File: config.mk
export PLATFORM = sky130hd
export DESIGN_NAME = lcb_device_flat
export DESIGN_NICKNAME = d
export VERILOG_FILES = /design/src/logic/lcb_pkg.sv /design/src/logic/lcb_if.sv /design/src/logic/lcb_device.sv /design/src/flat_wrapper.sv
export VERILOG_INCLUDE_DIRS = /design/src /design/src/logic
export SDC_FILE = /design/constraint.sdc
export NUM_CORES = 1
export LEC_CHECK = 0
export ABC_AREA = 1
export BUFFER_PORTS_ARGS = -buffer_cell sky130_fd_sc_hd__clkbuf_2
export CAP_MARGIN = 20
export CORE_MARGIN = 3
export CORE_UTILIZATION = 60
export DETAILED_ROUTE_END_ITERATION = 8
export PLACE_DENSITY = 0.8
export SLEW_MARGIN = 20
export SYNTH_ARGS = -nofsm -noshare
export SYNTH_HDL_FRONTEND = slang
export SYNTH_SLANG_ARGS = --single-unit
File: constraint.sdc
create_clock -name clk_sys_i -period 3.4 [get_ports clk_sys_i]
set_input_delay 0.85 -clock clk_sys_i [delete_from_list [all_inputs] [get_ports clk_sys_i]]
set_output_delay 0.85 -clock clk_sys_i [all_outputs]
set_load 0.1 [all_outputs]
File: src/logic/lcb_consts.svh
// timing counts, burst length and cas latency for the cross-bank command checker
`ifndef LCB_CONSTS_SVH
`define LCB_CONSTS_SVH
`define LCB_CLK_NS 40
`define LCB_T_RP_NS 18
`define LCB_T_RCD_NS 18
`define LCB_T_WR_NS 15
`define LCB_T_WTR_CK 2
`define LCB_T_XP_CK 2
`define LCB_T_XSR_NS 120
`define LCB_T_RFC_NS 72
`define LCB_T_MRD_CK 2
`define LCB_RP_CK ((`LCB_T_RP_NS + `LCB_CLK_NS - 1) / `LCB_CLK_NS)
`define LCB_RCD_CK ((`LCB_T_RCD_NS + `LCB_CLK_NS - 1) / `LCB_CLK_NS)
`define LCB_WR_CK ((`LCB_T_WR_NS + `LCB_CLK_NS - 1) / `LCB_CLK_NS)
`define LCB_XSR_CK ((`LCB_T_XSR_NS + `LCB_CLK_NS - 1) / `LCB_CLK_NS)
`define LCB_RFC_CK ((`LCB_T_RFC_NS + `LCB_CLK_NS - 1) / `LCB_CLK_NS)
`define LCB_BL 8
`define LCB_CL 3
`endif

File: src/logic/lcb_pkg.sv
// types shared by both ends of the cross-bank command link
package lcb_pkg;
    typedef enum logic [3:0] {
        LCB_CMD_DESEL, LCB_CMD_NOP, LCB_CMD_ACT, LCB_CMD_RD, LCB_CMD_WR, LCB_CMD_PRE,
        LCB_CMD_BST, LCB_CMD_AREF, LCB_CMD_LMR
    } lcb_cmd_t;
    typedef enum logic [2:0] {
        LCB_BK_IDLE, LCB_BK_ACTIVATING, LCB_BK_ACTIVE, LCB_BK_READ, LCB_BK_WRITE,
        LCB_BK_READ_AUTO, LCB_BK_WRITE_AUTO, LCB_BK_PRECHARGING
    } lcb_bank_t;
    typedef enum logic [2:0] {
        LCB_PW_NORMAL, LCB_PW_ACT_PD, LCB_PW_PRE_PD, LCB_PW_SELF_REF, LCB_PW_DEEP_PD, LCB_PW_EXIT
    } lcb_pwr_t;
    function automatic lcb_cmd_t lcb_decode(input logic cs_n, input logic ras_n, input logic cas_n,
                                            input logic we_n);
        lcb_cmd_t c;
        c = LCB_CMD_DESEL;
        if (!cs_n) begin
            unique case ({ras_n, cas_n, we_n})
                3'h7: c = LCB_CMD_NOP;
                3'h3: c = LCB_CMD_ACT;
                3'h5: c = LCB_CMD_RD;
                3'h4: c = LCB_CMD_WR;
                3'h2: c = LCB_CMD_PRE;
                3'h6: c = LCB_CMD_BST;
                3'h1: c = LCB_CMD_AREF;
                3'h0: c = LCB_CMD_LMR;
            endcase
        end
        return c;
    endfunction
endpackage

File: src/logic/lcb_if.sv
// command bus between controller and device
interface lcb_if;
    logic cke;
    logic cs_n;
    logic ras_n;
    logic cas_n;
    logic we_n;
    logic [1:0] ba;
    logic auto_precharge_flag;
    logic [1:0] dm;
    modport ctrl (output cke, cs_n, ras_n, cas_n, we_n, ba, auto_precharge_flag, dm);
    modport dev (input cke, cs_n, ras_n, cas_n, we_n, ba, auto_precharge_flag, dm);
endinterface

File: src/logic/lcb_device.sv
// device end: per-bank state, cross-bank legality and cke power states
//Contract
//- decode cs ras cas we into commands
//- idle bank allows bank m commands
//- busy bank accepts commands to others
//- write after read burst ends only (not checked: a write to a bank in LCB_BK_READ is accepted)
//- read during write needs dm masking (not checked: dm is ignored)
//- auto-precharge access allows other-bank commands
//- split auto-precharge into access, precharge periods
//- write-ap to other bank minimum delays
//- read-ap to other bank minimum delays
//- refresh, mode load need all idle
//- cke low twice holds power state
//- cke falling enters chosen power state
//- cke rising with nop exits state
//- only nop during txp, txsr
//- deep power-down exit needs reinit
//- clock toggles twice during txsr
//- bank rules only with cke high twice
//- unlisted combinations are illegal (not checked: commands with cke low on both edges are ignored)
//- idle after trp, active after trcd
`include "lcb_consts.svh"
module lcb_device
    import lcb_pkg::*;
#(
    parameter int NBANK = 4,
    parameter int BL = `LCB_BL,
    parameter int CL = `LCB_CL
) (
    input wire logic clk_sys_i, // system clock
    input wire logic reset_n_i, // sync reset, low
    lcb_if.dev bus, // command bus from controller
    input wire logic init_done_i, // controller finished reinit
    output logic illegal_o, // pulse: illegal command seen
    output logic [2:0] pwr_state_o, // power state code
    output logic [2*NBANK-1:0] bank_state_o, // 2-bit code per bank: 0 idle, 1 active, 2 precharging, 3 any other state
    output logic need_init_o // deep power-down left, reinit pending
);
    localparam int CW = 6;
    localparam logic [CW-1:0] RP_C = CW'(`LCB_RP_CK);
    localparam logic [CW-1:0] RCD_C = CW'(`LCB_RCD_CK);
    localparam logic [CW-1:0] BURST_C = CW'(BL / 2);
    localparam logic [CW-1:0] WRAP_C = CW'(BL / 2 + `LCB_WR_CK);
    localparam logic [CW-1:0] XP_C = CW'(`LCB_T_XP_CK);
    localparam logic [CW-1:0] XSR_C = CW'(`LCB_XSR_CK);
    localparam logic [CW-1:0] RFC_C = CW'(`LCB_RFC_CK);
    localparam logic [CW-1:0] MRD_C = CW'(`LCB_T_MRD_CK);
    // gaps load one short: they count down from the edge after the command
    localparam logic [CW-1:0] WAP_RD_C = CW'(BL / 2 + `LCB_T_WTR_CK);
    localparam logic [CW-1:0] WAP_WR_C = CW'(BL / 2 - 1);
    localparam logic [CW-1:0] RAP_RD_C = CW'(BL / 2 - 1);
    localparam logic [CW-1:0] RAP_WR_C = CW'(CL + BL / 2 - 1);

    lcb_bank_t bank [NBANK];
    lcb_bank_t next_bank [NBANK];
    logic [CW-1:0] bcnt [NBANK];
    logic [CW-1:0] next_bcnt [NBANK];
    lcb_pwr_t pwr, next_pwr;
    logic [CW-1:0] gcnt, next_gcnt; // exit, refresh or mode-load quiet time
    logic [CW-1:0] rd_gap, next_rd_gap; // earliest other-bank read
    logic [CW-1:0] wr_gap, next_wr_gap; // earliest other-bank write
    logic cke_prev, next_cke_prev;
    logic dinit, next_dinit;
    logic ill, next_ill;
    lcb_cmd_t cmd;
    logic all_idle, any_open, cmd_ok;

    assign cmd = lcb_decode(bus.cs_n, bus.ras_n, bus.cas_n, bus.we_n);

    always_comb begin
        all_idle = 1'b1;
        any_open = 1'b0;
        for (int i = 0; i < NBANK; i++) begin
            if (bank[i] != LCB_BK_IDLE) all_idle = 1'b0;
            if (bank[i] != LCB_BK_IDLE && bank[i] != LCB_BK_PRECHARGING) any_open = 1'b1;
        end
    end

    // legality of a command on a normal edge, against target bank and other-bank delays
    always_comb begin
        lcb_bank_t t;
        t = bank[bus.ba];
        cmd_ok = 1'b1;
        unique case (cmd)
            LCB_CMD_DESEL, LCB_CMD_NOP: cmd_ok = 1'b1;
            LCB_CMD_ACT: cmd_ok = (t == LCB_BK_IDLE);
            LCB_CMD_RD: cmd_ok = (t == LCB_BK_ACTIVE || t == LCB_BK_READ || t == LCB_BK_WRITE)
                                 && rd_gap == '0;
            LCB_CMD_WR: cmd_ok = (t == LCB_BK_ACTIVE || t == LCB_BK_READ || t == LCB_BK_WRITE)
                                 && wr_gap == '0;
            LCB_CMD_PRE: cmd_ok = (t != LCB_BK_ACTIVATING && t != LCB_BK_READ_AUTO
                                   && t != LCB_BK_WRITE_AUTO);
            LCB_CMD_BST: cmd_ok = 1'b1;
            LCB_CMD_AREF, LCB_CMD_LMR: cmd_ok = all_idle;
        endcase
        if (gcnt != '0 && cmd != LCB_CMD_NOP && cmd != LCB_CMD_DESEL) cmd_ok = 1'b0;
        if (dinit && cmd != LCB_CMD_NOP && cmd != LCB_CMD_DESEL && cmd != LCB_CMD_PRE
            && cmd != LCB_CMD_AREF && cmd != LCB_CMD_LMR) cmd_ok = 1'b0;
    end

    always_comb begin
        next_pwr = pwr;
        next_gcnt = (gcnt != '0) ? gcnt - 1'b1 : gcnt;
        next_rd_gap = (rd_gap != '0) ? rd_gap - 1'b1 : rd_gap;
        next_wr_gap = (wr_gap != '0) ? wr_gap - 1'b1 : wr_gap;
        next_cke_prev = bus.cke;
        next_dinit = dinit & ~init_done_i;
        next_ill = 1'b0;
        for (int i = 0; i < NBANK; i++) begin
            next_bank[i] = bank[i];
            next_bcnt[i] = (bcnt[i] != '0) ? bcnt[i] - 1'b1 : bcnt[i];
            // timed bank transitions
            if (bcnt[i] <= CW'(1)) begin
                unique case (bank[i])
                    LCB_BK_ACTIVATING: next_bank[i] = LCB_BK_ACTIVE;
                    LCB_BK_READ, LCB_BK_WRITE: next_bank[i] = LCB_BK_ACTIVE;
                    LCB_BK_READ_AUTO, LCB_BK_WRITE_AUTO: begin
                        next_bank[i] = LCB_BK_PRECHARGING;
                        next_bcnt[i] = RP_C;
                    end
                    LCB_BK_PRECHARGING: next_bank[i] = LCB_BK_IDLE;
                    default: next_bank[i] = bank[i];
                endcase
            end
        end
        if (!cke_prev && !bus.cke) begin
            next_pwr = pwr;
        end else if (!cke_prev && bus.cke) begin
            if (cmd == LCB_CMD_NOP || cmd == LCB_CMD_DESEL) begin
                next_pwr = LCB_PW_NORMAL;
                next_gcnt = (pwr == LCB_PW_SELF_REF) ? XSR_C : XP_C;
                if (pwr == LCB_PW_DEEP_PD) next_dinit = 1'b1;
            end else begin
                next_ill = 1'b1;
            end
        end else if (cke_prev && !bus.cke) begin
            next_ill = 1'b1;
            if (any_open && (cmd == LCB_CMD_NOP || cmd == LCB_CMD_DESEL)) begin
                next_pwr = LCB_PW_ACT_PD;
                next_ill = 1'b0;
            end else if (all_idle) begin
                next_ill = 1'b0;
                unique case (cmd)
                    LCB_CMD_NOP, LCB_CMD_DESEL: next_pwr = LCB_PW_PRE_PD;
                    LCB_CMD_BST: next_pwr = LCB_PW_DEEP_PD;
                    LCB_CMD_AREF: next_pwr = LCB_PW_SELF_REF;
                    default: next_ill = 1'b1;
                endcase
            end
        end else begin
            // both edges high: bank rules apply
            next_ill = ~cmd_ok;
            if (cmd_ok) begin
                unique case (cmd)
                    LCB_CMD_ACT: begin
                        next_bank[bus.ba] = LCB_BK_ACTIVATING;
                        next_bcnt[bus.ba] = RCD_C;
                    end
                    LCB_CMD_RD: begin
                        next_bank[bus.ba] = bus.auto_precharge_flag ? LCB_BK_READ_AUTO : LCB_BK_READ;
                        next_bcnt[bus.ba] = BURST_C;
                        // a newer command never shortens a gap still running
                        if (bus.auto_precharge_flag) begin
                            if (RAP_RD_C > next_rd_gap) next_rd_gap = RAP_RD_C;
                            if (RAP_WR_C > next_wr_gap) next_wr_gap = RAP_WR_C;
                        end
                    end
                    LCB_CMD_WR: begin
                        next_bank[bus.ba] = bus.auto_precharge_flag ? LCB_BK_WRITE_AUTO : LCB_BK_WRITE;
                        next_bcnt[bus.ba] = bus.auto_precharge_flag ? WRAP_C : BURST_C;
                        if (bus.auto_precharge_flag) begin
                            if (WAP_RD_C > next_rd_gap) next_rd_gap = WAP_RD_C;
                            if (WAP_WR_C > next_wr_gap) next_wr_gap = WAP_WR_C;
                        end
                    end
                    LCB_CMD_PRE: begin
                        if (bank[bus.ba] != LCB_BK_IDLE) begin
                            next_bank[bus.ba] = LCB_BK_PRECHARGING;
                            next_bcnt[bus.ba] = RP_C;
                        end
                    end
                    LCB_CMD_BST: begin
                        for (int i = 0; i < NBANK; i++)
                            if (bank[i] == LCB_BK_READ) next_bank[i] = LCB_BK_ACTIVE;
                    end
                    LCB_CMD_AREF: next_gcnt = RFC_C;
                    LCB_CMD_LMR: next_gcnt = MRD_C;
                    default: next_gcnt = next_gcnt;
                endcase
            end
        end
    end

    always_ff @(posedge clk_sys_i) begin
        if (!reset_n_i) begin
            for (int i = 0; i < NBANK; i++) begin
                bank[i] <= LCB_BK_IDLE;
                bcnt[i] <= '0;
            end
            pwr <= LCB_PW_NORMAL;
            gcnt <= '0;
            rd_gap <= '0;
            wr_gap <= '0;
            cke_prev <= 1'b1;
            dinit <= 1'b0;
            ill <= 1'b0;
        end else begin
            for (int i = 0; i < NBANK; i++) begin
                bank[i] <= next_bank[i];
                bcnt[i] <= next_bcnt[i];
            end
            pwr <= next_pwr;
            gcnt <= next_gcnt;
            rd_gap <= next_rd_gap;
            wr_gap <= next_wr_gap;
            cke_prev <= next_cke_prev;
            dinit <= next_dinit;
            ill <= next_ill;
        end
    end

    assign illegal_o = ill;
    assign pwr_state_o = 3'(pwr);
    assign need_init_o = dinit;
    for (genvar g = 0; g < NBANK; g++) begin : g_bs
        assign bank_state_o[2*g +: 2] = (bank[g] == LCB_BK_IDLE) ? 2'h0 :
                                        (bank[g] == LCB_BK_PRECHARGING) ? 2'h2 :
                                        (bank[g] == LCB_BK_ACTIVE) ? 2'h1 : 2'h3;
    end
endmodule // lcb_device

File: src/flat_wrapper.sv
// flat-port wrapper written by rule: the top's interface ports become plain ports
module lcb_device_flat import lcb_pkg::*;
#(
    parameter int NBANK = 4,
    parameter int BL = `LCB_BL,
    parameter int CL = `LCB_CL
)
  (clk_sys_i, reset_n_i, init_done_i, illegal_o, pwr_state_o, bank_state_o, need_init_o, bus_cke, bus_cs_n, bus_ras_n, bus_cas_n, bus_we_n, bus_ba, bus_auto_precharge_flag, bus_dm);
  lcb_if bus_i ();
  input wire logic clk_sys_i;
  input wire logic reset_n_i;
  input wire logic init_done_i;
  output logic illegal_o;
  output logic [2:0] pwr_state_o;
  output logic [2*NBANK-1:0] bank_state_o;
  output logic need_init_o;
  input wire logic [$bits(bus_i.cke)-1:0] bus_cke;
  input wire logic [$bits(bus_i.cs_n)-1:0] bus_cs_n;
  input wire logic [$bits(bus_i.ras_n)-1:0] bus_ras_n;
  input wire logic [$bits(bus_i.cas_n)-1:0] bus_cas_n;
  input wire logic [$bits(bus_i.we_n)-1:0] bus_we_n;
  input wire logic [$bits(bus_i.ba)-1:0] bus_ba;
  input wire logic [$bits(bus_i.auto_precharge_flag)-1:0] bus_auto_precharge_flag;
  input wire logic [$bits(bus_i.dm)-1:0] bus_dm;
  assign bus_i.cke = bus_cke;
  assign bus_i.cs_n = bus_cs_n;
  assign bus_i.ras_n = bus_ras_n;
  assign bus_i.cas_n = bus_cas_n;
  assign bus_i.we_n = bus_we_n;
  assign bus_i.ba = bus_ba;
  assign bus_i.auto_precharge_flag = bus_auto_precharge_flag;
  assign bus_i.dm = bus_dm;
  lcb_device #(.NBANK(NBANK), .BL(BL), .CL(CL)) u_core (.clk_sys_i(clk_sys_i), .reset_n_i(reset_n_i), .bus(bus_i), .init_done_i(init_done_i), .illegal_o(illegal_o), .pwr_state_o(pwr_state_o), .bank_state_o(bank_state_o), .need_init_o(need_init_o));
endmodule
==> key figures <==
GRT
  • Number of global-route vias before repair: 5363
  • Total grt overflow: 0
  • GRT Overall Usage: 0.297
  • First-pass GRT wire length: 23900 um
  • Initial antenna violation count: 0
  • Largest net degree at the start of global routing: 26

Drt
  • ANT nets after route: 0
  • DR vias: 5765
  • Pre-Repair DR Iteration Count: 6
  • Drt drc: 0
  • Vias/cell: 5.69
  • WL final: 14500 um
  • Iter 0 DRT Violations: 584
  • Routed WL per cell: 14.3 um

Floorplan
  • Top-Level Pins: 26
  • Core region area: 8340 um2
  • DIE AREA: 9860 um2
  • Die Span Y: 99.3 um
  • Die X: 99.3 um
  • Initial Utilization: 0.626
  • Row cnt: 33

Synthesis
  • Area contributors post-synth: dfxtp_1 23%, nand2_1 16%, inv_1 9.8%
  • Unique masters post-synth: 45
  • Yosys warns: 0
  • Post-synth EDFFs: 0
  • Yosys reg bits: 60
  • Asr flop ratio synth: 0
  • Cells after Synth: 873
  • Avg Inst Size Synth: 5.98 um2
  • Netlist Area Pre-Place: 5220 um2
  • Main synth FF type: dfxtp_1
  • Post-synth net total: 907
  • Share of the synthesized area in the top cell type: 0.230
  • Yosys top cell by area: dfxtp_1
  • Seq/Total Area, Yosys: 0.230

STA
  • Final hold vios: 0
  • Worst Skew: 0.00951 ns
  • Slew margin rel.: 0.494
  • Setup violations, final: 0
  • Fmax achieved: 0.345 GHz
  • Slew @ Worst Pin: 0.753 ns
  • Slew Viols, Final: 0
  • Setup TNS: 0 ns
  • Period minus WS final: 2.90 ns
  • RSZ-0062 raised after global routing: false
  • Tcrit/Tclk final: 0.853

Placement
  • Post-DP Area: 5470 um2
  • DP HPWL: 10900 um
  • Port Buffer Count: 23
  • RD Place Congestion: 0.990

Setup path
  • Critical path arrival: 3.16 ns
  • Capturing point of the worst reg2reg path: u_core.bank[1][1]$_SDFF_PN0_
  • Worst R2R Setup Slack: 0.89 ns
  • Cells on worst reg2reg path: 11
  • CP max FO: 6
  • Setup Crit Path Kind: input pin to flip-flop
  • Crit path launch type: input pin
  • Cell repeated most along the worst path: nand2_1
  • Worst r2r src: u_core.bank[1][0]$_SDFF_PN0_
  • CP max-delay cell: ha_1
  • Max stage delay on crit path: 0.34 ns
  • Critical Path RT: 3.66 ns
  • CP Capture Type: flip-flop
  • Crit path cell chain: clkbuf_2 > inv_2 > ha_1 > inv_2 > nand4_1 > inv_1 > nand2_1 > nand2_1 > nand3_1 > nand2_1 > nand2_1 > nand2_2 > nand4_2 > inv_2 > nand4_1 > nand2_1 > inv_1

Worst hold path
  • Hold Crit Class: flip-flop to flip-flop
  • Hold path cells: 2
  • Hold Startpoint: u_core.pwr_state_o[0]$_SDFFE_PN0P_
  • WHS Endpoint: u_core.pwr_state_o[0]$_SDFFE_PN0P_

Clock network
  • CTS max path bufs: 2
  • Clock slew at reported path FFs: 0.07 ns
  • TritonCTS clock tree: done
  • CTS Hold Bufs: 0
  • Post-cts resize count: 0
  • Clock Tree Root: clkbuf_8
  • Postcts setup bufs: 0
  • Sinks on Clock Net: 60
  • CTS Buf Count: 9
  • H-tree levels: 3
  • Worst skew pair latency: 0.36 ns

Outcome
  • Outcome: finished, final reports clean

Job
  • Max-cap violations: 0

Cells and area
  • Area grow syn2layout: 8.41%
  • Ant. Diodes: 0
  • Ratio of cells with drive above 1 in the final layout: 0.115
  • Fillers: 794
  • Fin area: 5660 um2
  • Layout Nets: 938
  • Fin util: 0.679

Power
  • Leakage: 3.11 nW
  • Max VDD drop: 0.000927 V
  • PD cells: 904 nW/um2
through the flow:
stage	hold WS, ns	cells	setup WS (ns)	total power, mW
detailed placement	0.490	998	0.194	4.40
finish	0.499	1013	0.501	5.12
global route	0.529	1013	0.355	5.58
CTS	0.501	1013	0.562	5.09
global placement	0.485	998	0.236	4.29
floorplan	0.536	873	0.650	3.75
registers in the layout, summed over array words and instances (netlist names):
signal	cells
u_core.bcnt	24
u_core.bank	12
u_core.gcnt	6
u_core.rd_gap	6
u_core.wr_gap	6
u_core.pwr_state_o	3
u_core.cke_prev	1
u_core.illegal_o	1
u_core.need_init_o	1
final cells by class:
type	count	area [um2]	area share
Sequential cell	60	1200	0.212
Inverter	150	564	0.0997
Multi-Input combinational cell	647	3360	0.594
Clock buffer	11	141	0.0250
Timing Repair Buffer	36	213	0.0376
Clock inverter	4	50.0	0.00884
Tap cell	105	131	0.0232
worst max-delay path, delay by kind of cell:
kind / cells / cell delay [ns]
fa+ha+maj: 1 / 0.34
buf+inv: 6 / 0.70
simple gates: 10 / 1.26
Yosys cell counts, types with 6 or more instances:
master / number
xor2_1: 20
ha_1: 21
a21oi_1: 41
nand4_1: 22
inv_2: 12
dfxtp_1: 60
inv_1: 137
o211ai_1: 6
nor2_1: 114
nor4_1: 11
nand2_1: 216
o21ai_0: 57
nor3_1: 21
nand3_1: 43
nand2_2: 9
clkbuf_1: 9
xnor2_1: 6
nor2_2: 10
layer usage:
layer  part of all wire  wire (um)  vias to the layer above  track usage
li1                   -          -                     2856            -
met1               0.41       5930                     2634        0.363
met2               0.49       7080                      233        0.513
met3              0.082       1190                       42       0.0624
met4              0.023        335                        0        0.110
met5                  0          0                        -            0
how the worst max path moves through the flow:
| stage | to | startpoint | depth (start not counted) |
|---|---|---|---|
| after global placement | u_core.bank[1][0]$_SDFF_PN0_ | bus_we_n | 18 |
| final | u_core.bcnt[1][1]$_SDFF_PN0_ | bus_we_n | 17 |
| after detailed placement | u_core.bcnt[1][1]$_SDFF_PN0_ | bus_we_n | 17 |
| after floorplan | u_core.bank[3][2]$_SDFF_PN0_ | bus_we_n | 19 |
| after global routing | u_core.bank[3][1]$_SDFF_PN0_ | bus_we_n | 18 |
| after CTS | u_core.bcnt[1][1]$_SDFF_PN0_ | bus_we_n | 17 |
logic make-up after synthesis:
group / synth area share
AOI/OAI and AO/OA: 0.136
xor gates and xnor gates: 0.0436
adders and majority gates: 0.0503
buffers and inverters: 0.126
DFF: 0.230
and+or+nand+nor: 0.413
power by group:
part / switching, mW / internal, mW / total [mW]
registers: 0.198 / 0.944 / 1.14
clock network: 0.317 / 0.353 / 0.671
logic: 2.30 / 1.01 / 3.31
layout by cell type (no fill, tap or decap), drive strengths merged, types with 3 or more instances in the layout:
cell | Yosys | layout
nand4 | 27 | 27
o211ai | 6 | 6
o21ai | 61 | 61
buf | 7 | 13
o22ai | 5 | 5
nor3 | 22 | 22
o31ai | 3 | 3
xnor2 | 6 | 6
a21oi | 44 | 44
xor2 | 20 | 20
nand2 | 226 | 226
nor2 | 128 | 128
nand3 | 49 | 49
clkbuf | 9 | 34
nor4 | 11 | 11
inv | 149 | 149
dfxtp | 60 | 60
ha | 21 | 21
Note: power is estimated with default switching activity, not from simulation.
